[src/rtl/flash_ctrl_regs.vh]
// Register map, field positions and timing constants for the flash controller
// Contract
// [RL1] Erase leaves every erased byte at FFh.
// [RL2] Mass and page erase are self-timed without CPU help.
// [RL3] Erase completion sets a done status bit.
// [RL4] CPU flash access during erase is held in wait until done.
// [RL5] Mass erase clears whole array plus info page, about 200 ms.
// [RL6] Page erase clears the selected main or info page, about 10 ms.
// [RL7] Consecutive I/O writes B6h then 49h unlock divider and guard.
// [RL8] Only I/O writes advance or break the key sequence.
// [RL9] Writing divider or guard register relocks both.
// [RL10] Unlock key register is write only; reads undefined.
// [RL11] Single-byte mode: data write programs byte at page, row, column.
// [RL12] Row mode: column increments per byte; at most 128 bytes per row.
// [RL13] Software sets row burst enable before a multibyte sequence.
// [RL14] Data register read returns last value written, not flash.
// [RL15] Base upper bits [7:1] top of address; bit 0 reads zero.
// [RL16] Mapping register places flash anywhere in 16MB space.
// [RL17] Flash covering an address suppresses the external chip select.
// [RL18] SRAM wins over flash where windows overlap.
// [RL19] Completion source on erase or row program; separate error source.
// [RL20] Mass erase refused while any block guard bit is set.
// [RL21] Page erase in a guarded block is skipped and flags error.
`ifndef FLASH_CTRL_REGS_VH
`define FLASH_CTRL_REGS_VH
`define OFS_UNLOCK_KEY    8'hF5
`define OFS_PROGRAM_BYTE  8'hF6
`define OFS_ARRAY_BASE    8'hF7
`define OFS_DIVIDER       8'hF9
`define OFS_GUARD         8'hFA
`define OFS_STATUS        8'hFB
`define OFS_PROG_CTRL     8'hFC
`define OFS_PAGE_SEL      8'hFD
`define OFS_ROW_SEL       8'hFE
`define OFS_COL_SEL       8'hFF
`define KEY_FIRST         8'hB6
`define KEY_SECOND        8'h49
`define ERASED_BYTE       8'hFF
`define RST_BASE          8'h00
`define RST_DIVIDER       8'h01
`define RST_GUARD         8'hFF
`define RST_ZERO          8'h00
// Program control bits
`define PC_MASS_BIT       0
`define PC_PAGE_BIT       1
`define PC_ROW_BIT        2
// Status bits
`define ST_DONE_BIT       0
`define ST_ERR_BIT        1
`define ST_BUSY_BIT       2
`define INFO_PAGE_BIT     7
`define COL_LAST          7'h7F
`define CLK_MHZ           200
`define MASS_ERASE_MS     200
`define PAGE_ERASE_MS     10
`define PROG_BYTE_NS      85000
`define CLK_NS            5
// Kept in this order so the 32-bit product never overflows
`define MASS_CYCLES       (`MASS_ERASE_MS * `CLK_MHZ * 1000)
`define PAGE_CYCLES       (`PAGE_ERASE_MS * `CLK_MHZ * 1000)
`define PROG_CYCLES       ((`PROG_BYTE_NS + `CLK_NS - 1) / `CLK_NS)
`endif

[src/rtl/flash_erase_key_data_ctrl.v]
// Flash erase sequencer, unlock key, program data and address mapping
`timescale 1ns/100ps
`default_nettype none
`include "flash_ctrl_regs.vh"
module flash_erase_key_data_ctrl #(
  parameter [31:0] MASS_CYCLES = `MASS_CYCLES,
  parameter [31:0] PAGE_CYCLES = `PAGE_CYCLES,
  parameter [31:0] PROG_CYCLES = `PROG_CYCLES
) (
  input  wire        clk_in,
  input  wire        rst_in,
  input  wire        io_wr_in,
  input  wire        io_rd_in,
  input  wire        mem_rd_in,
  input  wire        mem_wr_in,
  input  wire [7:0]  io_addr_in,
  input  wire [23:0] mem_addr_in,
  input  wire [7:0]  wdata_in,
  input  wire        flash_enable_in,
  input  wire        sram_hit_in,
  input  wire        ext_cs_hit_in,
  output reg  [7:0]  rdata_out,
  output reg         wait_out,
  output reg         flash_sel_out,
  output reg         ext_cs_out,
  output reg         done_out,
  output reg         error_out,
  output reg         arr_erase_out,
  output reg         arr_mass_out,
  output reg         arr_prog_out,
  output reg  [7:0]  arr_page_out,
  output reg  [2:0]  arr_row_out,
  output reg  [6:0]  arr_col_out,
  output reg  [7:0]  arr_data_out
);
  localparam [1:0] ST_IDLE  = 2'h0;
  localparam [1:0] ST_ERASE = 2'h1;
  localparam [1:0] ST_PROG  = 2'h2;

  reg  [1:0]  state_q;
  reg  [31:0] timer_q;
  reg  [1:0]  key_q;
  reg         unlocked_q;
  reg  [7:0]  data_q;
  reg  [7:0]  base_q;
  reg  [7:0]  divider_q;
  reg  [7:0]  guard_q;
  reg  [7:0]  page_q;
  reg  [2:0]  row_q;
  reg  [6:0]  col_q;
  reg         row_burst_enable_q;
  reg         done_q;
  reg         err_q;

  wire io_w  = io_wr_in;
  wire busy  = (state_q != ST_IDLE);
  wire wr_key  = io_w && (io_addr_in == `OFS_UNLOCK_KEY);
  wire wr_data = io_w && (io_addr_in == `OFS_PROGRAM_BYTE);
  wire wr_ctl  = io_w && (io_addr_in == `OFS_PROG_CTRL);
  wire wr_st   = io_w && (io_addr_in == `OFS_STATUS);
  wire wr_div  = io_w && (io_addr_in == `OFS_DIVIDER);
  wire wr_grd  = io_w && (io_addr_in == `OFS_GUARD);
  wire info_pg = page_q[`INFO_PAGE_BIT];
  wire page_guarded = !info_pg && guard_q[page_q[6:4]];
  // [RL16] 128KB window on the top seven address bits
  wire hit = flash_enable_in && (mem_addr_in[23:17] == base_q[7:1]);
  wire mem_acc = mem_rd_in || mem_wr_in;
  wire start_mass = wr_ctl && wdata_in[`PC_MASS_BIT] && !busy;
  wire start_page = wr_ctl && wdata_in[`PC_PAGE_BIT] && !busy;
  wire start_prog = wr_data && (state_q == ST_IDLE);
  wire fin = busy && (timer_q == 32'h0000_0001);

  always @(posedge clk_in) begin
    if (rst_in) begin
      state_q            <= ST_IDLE;
      timer_q            <= 32'h0000_0000;
      key_q              <= 2'h0;
      unlocked_q         <= 1'b0;
      data_q             <= `RST_ZERO;
      base_q             <= `RST_BASE;
      divider_q          <= `RST_DIVIDER;
      guard_q            <= `RST_GUARD;
      page_q             <= `RST_ZERO;
      row_q              <= 3'h0;
      col_q              <= 7'h00;
      row_burst_enable_q <= 1'b0;
      done_q             <= 1'b0;
      err_q              <= 1'b0;
      arr_erase_out      <= 1'b0;
      arr_mass_out       <= 1'b0;
      arr_prog_out       <= 1'b0;
      arr_data_out       <= `ERASED_BYTE;
    end else begin
      arr_erase_out <= 1'b0;
      arr_prog_out  <= 1'b0;
      // [RL8] I/O writes only
      if (io_w) begin
        // [RL7] Two-step key
        if (wr_key && wdata_in == `KEY_FIRST)
          key_q <= 2'h1;
        else if (wr_key && wdata_in == `KEY_SECOND && key_q == 2'h1)
          key_q <= 2'h2;
        else
          key_q <= 2'h0;
        if (wr_key && wdata_in == `KEY_SECOND && key_q == 2'h1)
          unlocked_q <= 1'b1;
      end
      // [RL9] Relock on either write
      if (wr_div || wr_grd)
        unlocked_q <= 1'b0;
      if (wr_div && unlocked_q)
        divider_q <= wdata_in;
      // Locked guard writes set every block guard bit
      if (wr_grd)
        guard_q <= unlocked_q ? wdata_in : `RST_GUARD;
      // [RL15] Bit 0 held at zero
      if (io_w && io_addr_in == `OFS_ARRAY_BASE)
        base_q <= {wdata_in[7:1], 1'b0};
      if (io_w && io_addr_in == `OFS_PAGE_SEL)
        page_q <= wdata_in;
      if (io_w && io_addr_in == `OFS_ROW_SEL)
        row_q <= wdata_in[2:0];
      if (io_w && io_addr_in == `OFS_COL_SEL)
        col_q <= wdata_in[6:0];
      if (wr_ctl)
        row_burst_enable_q <= wdata_in[`PC_ROW_BIT];
      // [RL14] Holds last written value
      if (wr_data)
        data_q <= wdata_in;
      // Status clears by writing one; hardware set wins below
      if (wr_st) begin
        if (wdata_in[`ST_DONE_BIT])
          done_q <= 1'b0;
        if (wdata_in[`ST_ERR_BIT])
          err_q <= 1'b0;
      end
      case (state_q)
        ST_IDLE: begin
          if (start_mass) begin
            // [RL20] Refuse mass erase if guarded
            if (guard_q != `RST_ZERO) begin
              err_q <= 1'b1;
            end else begin
              // [RL5] Whole array, self timed
              state_q       <= ST_ERASE;
              timer_q       <= MASS_CYCLES;
              arr_mass_out  <= 1'b1;
              arr_erase_out <= 1'b1;
              arr_page_out  <= page_q;
              arr_data_out  <= `ERASED_BYTE;
            end
          end else if (start_page) begin
            // [RL21] Guarded page skipped
            if (page_guarded) begin
              err_q <= 1'b1;
            end else begin
              // [RL6] Selected page, self timed
              state_q       <= ST_ERASE;
              timer_q       <= PAGE_CYCLES;
              arr_mass_out  <= 1'b0;
              arr_erase_out <= 1'b1;
              arr_page_out  <= page_q;
              // [RL1] Erased bytes read FFh
              arr_data_out  <= `ERASED_BYTE;
            end
          end else if (start_prog) begin
            if (page_guarded) begin
              err_q <= 1'b1;
            end else begin
              // [RL11] Byte to page, row, column
              state_q      <= ST_PROG;
              timer_q      <= PROG_CYCLES;
              arr_prog_out <= 1'b1;
              arr_page_out <= page_q;
              arr_row_out  <= row_q;
              arr_col_out  <= col_q;
              arr_data_out <= wdata_in;
            end
          end
        end
        ST_ERASE: begin
          // [RL2] Counts down without the CPU
          timer_q <= timer_q - 32'h0000_0001;
          if (fin) begin
            state_q <= ST_IDLE;
            // [RL3] Completion status
            done_q  <= 1'b1;
          end
        end
        ST_PROG: begin
          timer_q <= timer_q - 32'h0000_0001;
          if (fin) begin
            state_q <= ST_IDLE;
            // [RL12] Auto-increment, one row max
            if (row_burst_enable_q) begin
              if (col_q == `COL_LAST) begin
                row_burst_enable_q <= 1'b0;
                // [RL19] Row program finished
                done_q <= 1'b1;
              end
              col_q <= col_q + 7'h01;
            end
          end
        end
        default: state_q <= ST_IDLE;
      endcase
    end
  end

  // Registered outputs
  always @(posedge clk_in) begin
    if (rst_in) begin
      rdata_out     <= `RST_ZERO;
      wait_out      <= 1'b0;
      flash_sel_out <= 1'b0;
      ext_cs_out    <= 1'b0;
      done_out      <= 1'b0;
      error_out     <= 1'b0;
    end else begin
      // [RL4] Stall flash access while busy; a byte program stalls the
      // CPU until the byte is in, so back-to-back data writes are safe
      wait_out      <= (busy && hit && !sram_hit_in && mem_acc) ||
                       (busy && wr_data) || start_prog ||
                       ((state_q == ST_PROG) && !fin);
      // [RL18] SRAM wins
      flash_sel_out <= hit && !sram_hit_in && mem_acc;
      // [RL17] Flash masks external select
      ext_cs_out    <= ext_cs_hit_in && !hit && !sram_hit_in && mem_acc;
      // [RL19] Completion and error sources
      done_out      <= done_q;
      error_out     <= err_q;
      if (io_rd_in) begin
        case (io_addr_in)
          `OFS_PROGRAM_BYTE: rdata_out <= data_q;
          `OFS_ARRAY_BASE:   rdata_out <= base_q;
          `OFS_DIVIDER:      rdata_out <= divider_q;
          `OFS_GUARD:        rdata_out <= guard_q;
          `OFS_STATUS:       rdata_out <= {5'h00, busy, err_q, done_q};
          `OFS_PROG_CTRL:    rdata_out <= {5'h00, row_burst_enable_q, 2'h0};
          `OFS_PAGE_SEL:     rdata_out <= page_q;
          `OFS_ROW_SEL:      rdata_out <= {5'h00, row_q};
          `OFS_COL_SEL:      rdata_out <= {1'b0, col_q};
          // [RL10] Key register reads as zero
          default:           rdata_out <= `RST_ZERO;
        endcase
      end
    end
  end
endmodule // flash_erase_key_data_ctrl
`default_nettype wire

[config.mk]
export PLATFORM = sky130hd
export DESIGN_NAME = flash_erase_key_data_ctrl
export DESIGN_NICKNAME = d
export VERILOG_FILES = /design/src/rtl/flash_erase_key_data_ctrl.v
export VERILOG_INCLUDE_DIRS = /design/src /design/src/rtl
export SDC_FILE = /design/constraint.sdc
export NUM_CORES = 1
export LEC_CHECK = 0
export BUFFER_PORTS_ARGS = -buffer_cell sky130_fd_sc_hd__buf_4
export CAP_MARGIN = 15
export CORE_MARGIN = 2
export CORE_UTILIZATION = 45
export DETAILED_ROUTE_END_ITERATION = 8
export SETUP_SLACK_MARGIN = 0.3
export SYNTH_ARGS = -nofsm -noshare
export SYNTH_HDL_FRONTEND = slang
export SYNTH_SLANG_ARGS = --single-unit
[constraint.sdc]
create_clock -name clk_in -period 6.8 [get_ports clk_in]
set_input_delay 0.34 -clock clk_in [delete_from_list [all_inputs] [get_ports clk_in]]
set_output_delay 0.34 -clock clk_in [all_outputs]
set_load 0.05 [all_outputs]
=== Word level (Yosys, flattened, before mapping) ===
Cells that the tools add are included.

* Add/subtract/negate cells: 2
* Multipliers: 0
* Div/mod/pow operators: 0
* Magnitude comparators: 1
* Eq/ne operators: 27
* Shifts and indexed selects: 0
* Mux-type cells: 64
* Bitwise operators: 6
* Reduce and logical (&&, ||, !) cells: 59

{| class="wikitable"
|+ Operators with widths
! kind !! number
|-
| $mux W32 || 6
|-
| $mux W8 || 12
|-
| $eq A8 B8 Y1 const B || 11
|-
| $pmux W8 S9 || 1
|-
| $pmux W32 S2 || 1
|-
| $eq A32 B1 Y1 const B || 1
|-
| $logic_and A1 B1 Y1 || 32
|-
| $sub A32 B1 Y32 const B || 1
|-
| $mux W1 || 28
|-
| $mux W7 || 4
|-
| $mux W2 || 9
|-
| $reduce_and A5 Y1 || 3
|-
| $ne A4 B4 Y1 const B || 3
|-
| $ne A3 B3 Y1 const B || 3
|-
| $eq A8 B7 Y1 const B || 1
|-
| $reduce_and A4 Y1 || 2
|-
| $reduce_bool A8 Y1 || 1
|-
| $add A7 B1 Y7 const B || 1
|-
| $eq A7 B7 Y1 || 1
|-
| $eq A7 B7 Y1 const B || 1
|-
| $not A1 Y1 || 6
|-
| $reduce_and A6 Y1 || 1
|-
| $reduce_bool A2 Y1 || 3
|-
| $reduce_or A2 Y1 || 3
|-
| other kinds (14) || 24
|}

* Flip-flop bits (word level): 131
* Bits in latches: 0
* Bits in writable memories: 0
* ROM bits: 0
* Input bits: 49
* Output and inout port bits: 42
* Word-level logic and storage cells: 186
* Memories kept: 0

=== Longest topological paths before layout ===
Gate-level depths: netlist of run 1.

* Depth in word-level cells: 8
* Mapped depth: 10
* Depth with buffers taken out: 7

=== Worst setup path after synthesis of run 1 ===
No wires, ideal clock.

* Path type: input to register
* Start: in io_addr_in[0]
* End: reg arr_col_out[0] (enable)
* Library setup time: 390 ps
* Data arrival time: 2146 ps
* Required time: 6410 ps
* Slack: 4265 ps
* Stages: 6
* Buffers on the path: 3
* Cells stage by stage: clkbuf_1 nand2b_1 or3_1 clkbuf_1 clkbuf_1 nor3_1

* Cells in the longest elaborated chain, start to end: 6
* Elaborated cells on any way between the ends: 12
* Classes of those cells: eq/ne (2); bitwise (2); reduce/logical (8)

{| class="wikitable"
|+ RTL lines
! element !! line !! text
|-
| from (decl) || flash_erase_key_data_ctrl.v:16 || <nowiki>input wire [7:0] io_addr_in,</nowiki>
|-
| $eq A8 B8 Y1 || -- ||
|-
| $logic_and A1 B1 Y1 || flash_erase_key_data_ctrl.v:59 || <nowiki>wire wr_ctl = io_w && (io_addr_in == `OFS_PROG_CTRL);</nowiki>
|-
| $logic_and A1 B1 Y1, on equally long branches (2 in series) || flash_erase_key_data_ctrl.v:69, flash_erase_key_data_ctrl.v:68 ||
|-
| $not A1 Y1 (no line) || -- ||
|-
| $reduce_and A6 Y1 (no line) (*) || -- ||
|-
| to (signal assigned) || flash_erase_key_data_ctrl.v:176 || <nowiki>arr_col_out <= col_q;</nowiki>
|-
| to (decl) || flash_erase_key_data_ctrl.v:33 || <nowiki>output reg [6:0] arr_col_out,</nowiki>
|}

Mark *: on every way between the ends. The rest lies on a longest branch, timed or not.
A chain may end at the register's enable or synchronous reset.

=== Worst setup path after layout of run 1 ===
* Start: reg state_q[0]
* End: reg timer_q[24]

* Cells in the longest elaborated chain, start to end: 6
* Elaborated cells on any way between the ends: 18
* Classes of those cells: eq/ne (6); mux (3); reduce/logical (9)

{| class="wikitable"
|+ RTL lines
! element !! line !! text
|-
| from (decl) || flash_erase_key_data_ctrl.v:40 || <nowiki>reg [1:0] state_q;</nowiki>
|-
| from (signal assigned) || flash_erase_key_data_ctrl.v:75 || <nowiki>state_q <= ST_IDLE;</nowiki>
|-
| from (signal assigned) || flash_erase_key_data_ctrl.v:145 || <nowiki>state_q <= ST_ERASE;</nowiki>
|-
| from (signal assigned) || flash_erase_key_data_ctrl.v:158 || <nowiki>state_q <= ST_ERASE;</nowiki>
|-
| $reduce_bool A2 Y1 || flash_erase_key_data_ctrl.v:56 || <nowiki>wire busy = (state_q != ST_IDLE);</nowiki>
|-
| $logic_not A1 Y1 || flash_erase_key_data_ctrl.v:68, flash_erase_key_data_ctrl.v:69 ||
|-
| $logic_and A1 B1 Y1 || flash_erase_key_data_ctrl.v:69 || <nowiki>wire start_page = wr_ctl && wdata_in[`PC_PAGE_BIT] && !busy;</nowiki>
|-
| $mux W32 || flash_erase_key_data_ctrl.v:152 || <nowiki>end else if (start_page) begin</nowiki>
|-
| $mux W32 || flash_erase_key_data_ctrl.v:139 || <nowiki>if (start_mass) begin</nowiki>
|-
| $pmux W32 S2 || flash_erase_key_data_ctrl.v:137 || <nowiki>case (state_q)</nowiki>
|-
| to (signal assigned) || flash_erase_key_data_ctrl.v:183 || <nowiki>timer_q <= timer_q - 32'h0000_0001;</nowiki>
|-
| to (signal assigned) || flash_erase_key_data_ctrl.v:191 || <nowiki>timer_q <= timer_q - 32'h0000_0001;</nowiki>
|-
| to (decl) || flash_erase_key_data_ctrl.v:41 || <nowiki>reg [31:0] timer_q;</nowiki>
|}

Parallel ways exist; a longest one is shown, timed or not.

==> results of run 1 <==
-- synth_stat cells, drive strengths merged (5+ instances only) --
| master | count |
|---|---|
| a2111oi | 6 |
| a21boi | 5 |
| a21oi | 41 |
| a22o | 7 |
| a31oi | 11 |
| a41oi | 5 |
| and2 | 9 |
| and3 | 12 |
| and4 | 7 |
| buf | 10 |
| clkbuf | 50 |
| dfxtp | 113 |
| edfxtp | 18 |
| ha | 7 |
| inv | 18 |
| mux2 | 9 |
| mux2i | 27 |
| nand2 | 61 |
| nand2b | 12 |
| nand3 | 22 |
| nand4 | 28 |
| nor2 | 85 |
| nor2b | 19 |
| nor3 | 35 |
| nor4 | 21 |
| o2111ai | 8 |
| o211ai | 8 |
| o21ai | 32 |
| o31a | 9 |
| o31ai | 5 |
| o32ai | 13 |
| o41ai | 14 |
| or3 | 7 |
| or4 | 6 |
| xnor2 | 7 |
-- sequential cells by signal, summed over array words and instances (netlist names), 8 cells and up --
register / flops
arr_data_out: 8
arr_page_out: 8
data_q: 8
divider_q: 8
guard_q: 8
page_q: 8
rdata_out: 8
timer_q: 32
-- power by group through the flow --
| stage | Clock (uW) | Combinational (uW) | Sequential (uW) |
|---|---|---|---|
| 2_1_floorplan | 0 | 41.0 | 801 |
| 3_3_place_gp | 0 | 73.4 | 800 |
| 3_5_place_dp | 0 | 74.0 | 800 |
| 4_1_cts | 971 | 74.0 | 783 |
| 5_1_grt | 1010 | 80.3 | 783 |
| 6_report | 965 | 75.6 | 783 |
-- worst max-delay path, stage by stage, from the launching register on --
cell	delay, ns
dfxtp_1	0.36
inv_1	0.10
ha_1	1.08
inv_2	0.51
nor4_1	0.47
nand4_1	0.25
a221oi_1	0.35
-- layer usage --
layer	up-vias	share of wire (%)
li1	3098	-
met1	3170	46
met2	298	45
met3	32	8.0
met4	0	1.8
met5	-	0
-- stage by stage --
| stage | instances | total power, uW |
|---|---|---|
| detailed placement | 1004 | 874 |
| floorplan | 800 | 842 |
| finish | 1036 | 1820 |
| CTS | 1036 | 1830 |
| global placement | 1004 | 874 |
| global route | 1036 | 1870 |
-- how the worst max path moves through the flow --
stage / cells past startpoint / endpoint / slack, ns / start
global placement: 6 / timer_q[24] / 3.71 / state_q[0]
detailed placement: 6 / timer_q[24] / 3.66 / state_q[0]
CTS: 6 / timer_q[24] / 3.63 / state_q[0]
global route: 6 / timer_q[24] / 3.27 / state_q[0]
finish: 6 / timer_q[24] / 3.57 / state_q[0]
floorplan: 6 / arr_col_out[0] / 4.26 / io_addr_in[0]
-- layout make-up --
| cell class | count | area [um^2] | share of cell area [%] |
|---|---|---|---|
| inverter | 19 | 71.3 | 0.882 |
| clock buffer | 23 | 458 | 5.66 |
| tap | 188 | 235 | 2.91 |
| multi-input combinational | 588 | 3780 | 46.7 |
| sequential | 131 | 2800 | 34.7 |
| timing repair buffer | 78 | 586 | 7.24 |
| clock inverter | 9 | 155 | 1.92 |
-- logic make-up after synthesis --
family,count (synthesis)
muxes,38
and+or+nand+nor,334
DFF,131
adders and majority gates,7
xor gates and xnor gates,7
AOI/OAI and AO/OA,202
buffers and inverters,81
==> flow_metrics.py, run 1 <==
metrics = {
    "run_status": {
        "status": "finished, final reports clean",
    },
    "routing": {
        "route.detailed.drc": 0,
        "vias": 6598,
        "drtAntennaViolNets": 0,
        "drt-initial-drc-count": 714,
        "avgRoutedWirePerCell_um": 20.6,
        "routed_wl_mm": 21.4,
        "drt_first_pass_iters": 5,
        "vias_per_cell": 6.37,
    },
    "power": {
        "p_int_uw": 1430,
        "cellPowerDensity_nw_per_um2": 226,
        "clkPwrFrac_pct": 52.9,
        "p_leak_uw": 0.00297,
        "power.share.sequential_pct": 43.0,
        "comb_power_share_pct": 4.1,
        "vdd_drop_max_mv": 0.183,
        "power_switching_uw": 394,
        "switching_share_pct": 21.6,
    },
    "sta": {
        "skew_ns": 0.00810,
        "min_period_ns": 3.23,
        "slew_violations": 0,
        "max_freq_ghz": 0.310,
        "tightest_slew_ns": 1.17,
        "post-route-period-util_pct": 47.5,
        "fin_ws_ns": 3.57,
        "holdWs_ns": 0.130,
        "relSlewSlack_pct": 21.3,
        "fin_setup_tns_ns": 0,
        "rsz0062_at_grt": "false",
        "hold_violations": 0,
        "finalSetupViolations": 0,
    },
    "synth": {
        "synth_top_area_share_pct": 32.7,
        "synthSimpleGateAreaFrac_pct": 25.0,
        "synth_seq_area_share_pct": 40.6,
        "synth.distinct_cells": 72,
        "synth_edf_count": 18,
        "synth-adder-area-share_pct": 1.27,
        "avgSynthCellArea_um2": 8.64,
        "synth_mux_area_share_pct": 6.03,
        "syn_inst": 800,
        "synth_area_leaders": "dfxtp_1 (33%), edfxtp_1 (7.8%), nor2_1 (4.6%)",
        "synth_area_leader_cell": "dfxtp_1",
        "synth_compound_gate_area_share_pct": 21.4,
        "ys_seq_elements": 131,
        "synth-xor-area-share_pct": 0.887,
        "ys_warn_count": 0,
        "synth_top_family_by_area": "simple AND/OR/NAND/NOR gates",
        "synth_fp_nets": 856,
        "synth-main-ff-cell": "dfxtp_1",
        "synthesis.area_um2": 6910,
        "async_flop_share_pct": 0,
    },
    "global_routing": {
        "overflow": 0,
        "grt_start_max_net_pins": 73,
        "grt_usage_pct": 26.3,
        "use_met1_pct": 38.5,
        "grt_util_met2_pct": 38.3,
        "met3_usage_pct": 5.97,
        "antenna_found_initial": 0,
        "grt_pass1_vias": 6074,
        "grt_busiest_layer": "met1",
        "grt_pass1_wl_mm": 33.8,
    },
    "setup_path": {
        "cp_max_fo": 30,
        "r2r_start": "state_q[0]",
        "r2r_cells": 6,
        "critical_path_class": "reg -> reg",
        "crit_required_ns": 7.12,
        "cp_data_arrival_time_ns": 3.55,
        "worst_setup_path_end_kind": "register",
        "r2r_slack_ns": 3.57,
        "startpoint_type": "register",
        "reg2reg_to": "timer_q[24]",
    },
    "cts": {
        "ctsHoldBuffers": 0,
        "cts_tree": "built",
        "clock-sinks": 131,
        "clock_latency_ns": 0.42,
        "cts_resized": 0,
        "post_cts_buffers": 0,
        "cts_buffers": 17,
        "htreeDepth": 4,
        "clockBufferDepth": 2,
        "root_buffer": "clkbuf_16",
        "clkTransAtPathRegs_ns": 0.06,
    },
    "floorplanning": {
        "dieHeight_um": 128,
        "num_rows": 45,
        "ios": 91,
        "dieArea_um2": 16400,
        "start_util_pct": 45.8,
        "die_x_um": 128,
        "coreArea_um2": 15100,
    },
    "layout": {
        "n_fill_cell": 1426,
        "final_area_um2": 8090,
        "layout_commonest_cell": "dfxtp_1",
        "final_nets": 891,
        "final_util_pct": 53.6,
        "layout_common_cells": "dfxtp_1 (113), nor2_1 (85), buf_4 (78)",
        "area_growth_pct": 17.0,
        "drive_gt1_share_pct": 15.8,
        "diodes": 0,
    },
    "place": {
        "dp_hpwl_mm": 14.4,
        "place.gp.congestion": 0.855,
        "dp_slack_ns": 3.66,
        "io_buffers": 73,
        "placed_cell_area_um2": 7470,
    },
    "min_path": {
        "hp-class": "in -> reg",
        "hold_depth": 3,
        "min-delay-start": "ext_cs_hit_in",
        "min_to": "ext_cs_out",
    },
    "job": {
        "drv_cap": 0,
    },
}
(Power assumes the default switching activity.)
==> run 2, diff against run 1 <==
--- a/config.mk
+++ b/config.mk
@@ -11,6 +11,7 @@
 export CORE_MARGIN = 2
 export CORE_UTILIZATION = 45
 export DETAILED_ROUTE_END_ITERATION = 8
+export PLACE_DENSITY = 0.67
 export SETUP_SLACK_MARGIN = 0.3
 export SYNTH_ARGS = -nofsm -noshare
 export SYNTH_HDL_FRONTEND = slang
==> constraint.sdc (replaced) <==
create_clock -name clk_in -period 2.7 [get_ports clk_in]
set_input_delay 0.135 -clock clk_in [delete_from_list [all_inputs] [get_ports clk_in]]
set_output_delay 0.135 -clock clk_in [all_outputs]
set_load 0.05 [all_outputs]
==> run 2 against run 1 <==
Global-route usage up 1.2 points. Utilization increased by 3.6 points. Clock power is 150% higher. Critical path type unchanged. Highest routed layer unchanged.
==> flow_metrics.py, run 2 (synthesis gave the netlist of run 1 again) <==
metrics = {
    "routing": {
        "vias_per_cell": 6.45,
        "drt-initial-drc-count": 846,
        "route.detailed.drc": 0,
        "avgRoutedWirePerCell_um": 20.7,
        "routed_wl_mm": 22.4,
        "drtAntennaViolNets": 0,
        "vias": 6979,
        "drt_first_pass_iters": 8,
    },
    "cts": {
        "htreeDepth": 4,
        "clock_latency_ns": 0.43,
        "root_buffer": "clkbuf_16",
        "clockBufferDepth": 2,
        "clock-sinks": 131,
        "cts_tree": "built",
        "cts_buffers": 17,
        "clkTransAtPathRegs_ns": 0.06,
    },
    "setup_path": {
        "critical_path_class": "reg -> reg",
        "startpoint_type": "register",
        "worstPathCellList": "or4_4, or3_1, or4_4, a2111oi_4, o32ai_1",
        "cp_common_cell": "or4_4",
        "cp_data_arrival_time_ns": 2.68,
        "cp_max_fo": 6,
        "slowest_delay_ns": 0.58,
        "worst_setup_path_end_kind": "register",
        "crit_required_ns": 2.99,
        "cpMaxStageDelayCell": "or4_4",
    },
    "layout": {
        "instances_no_fill": 1082,
        "final_nets": 937,
        "area_growth_pct": 24.8,
        "diodes": 0,
        "multi_input_area_um2": 3960,
        "drive_gt1_share_pct": 22.8,
        "final_util_pct": 57.2,
        "layout_common_cells": "buf_4 (120), dfxtp_1 (112), nor2_1 (85)",
        "n_fill_cell": 1345,
        "largest_reg_flops": 32,
        "seqCellArea_um2": 2810,
        "layout_commonest_cell": "buf_4",
        "top_register": "timer_q",
    },
    "power": {
        "vdd_drop_max_mv": 0.432,
        "p_int_uw": 3520,
        "switching_share_pct": 23.1,
        "clkPwrFrac_pct": 52.6,
        "power.share.sequential_pct": 43.0,
        "comb_power_share_pct": 4.4,
        "power_switching_uw": 1060,
        "cellPowerDensity_nw_per_um2": 531,
        "p_leak_uw": 0.00323,
    },
    "sta": {
        "finalSetupViolations": 0,
        "tightest_slew_ns": 0.678,
        "max_freq_ghz": 0.419,
        "min_period_ns": 2.39,
        "rsz0062_at_grt": "true",
        "relSlewSlack_pct": 54.8,
        "holdWs_ns": 0.0489,
        "fin_setup_tns_ns": 0,
        "post-route-period-util_pct": 88.5,
        "skew_ns": 0.00874,
        "slew_violations": 0,
        "fin_ws_ns": 0.312,
        "hold_violations": 0,
    },
    "floorplanning": {
        "ios": 91,
        "num_rows": 45,
        "die_x_um": 128,
        "start_util_pct": 45.8,
        "coreArea_um2": 15100,
        "dieArea_um2": 16400,
        "dieHeight_um": 128,
    },
    "min_path": {
        "hp-class": "in -> reg",
    },
    "global_routing": {
        "grt_pass1_wl_mm": 35.3,
        "grt_usage_pct": 27.5,
        "overflow": 0,
        "grt_pass1_vias": 6543,
        "grt_start_max_net_pins": 58,
        "antenna_found_initial": 0,
    },
    "job": {
        "drv_cap": 0,
    },
    "place": {
        "place.gp.congestion": 0.953,
        "dp.cells": 1041,
        "dp_hpwl_mm": 15.4,
        "dp_slack_ns": 0.147,
        "io_buffers": 73,
    },
    "run_status": {
        "status": "finished, final reports clean",
    },
}
[run 2: layout make-up]
class / instances / area share, %
multi-input cells: 588 / 45.8
flip-flops and latches: 131 / 32.5
repair buffers: 124 / 10.9
clock buffers: 18 / 5.09
well taps: 188 / 2.73
clock inverters: 14 / 2.06
inverters: 19 / 0.827
[run 2: critical path: cells and delay by family, from the launching register on]
| kind | cells | cell delay [ns] |
|---|---|---|
| AO/OA/AOI/OAI | 2 | 0.47 |
| AND/OR/NAND/NOR | 3 | 1.45 |
| flip-flops | 1 | 0.33 |
[run 2: power groups by stage]
stage	Sequential (uW)	Clock, uW	Combinational (uW)
after detailed placement	2020	0	192
after global placement	2020	0	188
final	1970	2410	203
after CTS	1970	2420	196
after floorplan	2020	0	103
after global routing	1970	2510	215
[run 2: final timing paths]
check	startpoint	endpoint	slack [ns]	cells after the start
setup / recovery	timer_q[27]	timer_q[30]	0.31	5
hold / removal	wdata_in[6]	data_q[6]	0.05	3
setup reg to reg	timer_q[27]	timer_q[30]	0.31	5
hold reg to reg	rdata_out[6]	rdata_out[6]	0.47	2
[run 2: timing repair]
action                                  4_1_cts  5_1_grt
hold buffers                                  3        0
endpoints found under the setup margin       28       30
buffers inserted                              1        5
hold endpoints to repair                      5        0
pin swaps                                     2        4
resized for setup                             7       25
[run 2: metrics by stage]
step	total power [uW]	cell area, um^2
6_report	4580	8630
5_1_grt	4690	8630
4_1_cts	4590	8440
3_5_place_dp	2210	7750
3_3_place_gp	2200	7750
2_1_floorplan	2120	6920
[run 2: layer usage]
metal  GRT usage (%)  vias to the layer above  wire [um]
met5               0                        -          0
met4            12.0                        0        670
met3            6.18                       46       2190
li1                -                     3186          -
met2            43.9                      425      10400
met1            35.8                     3322       9150
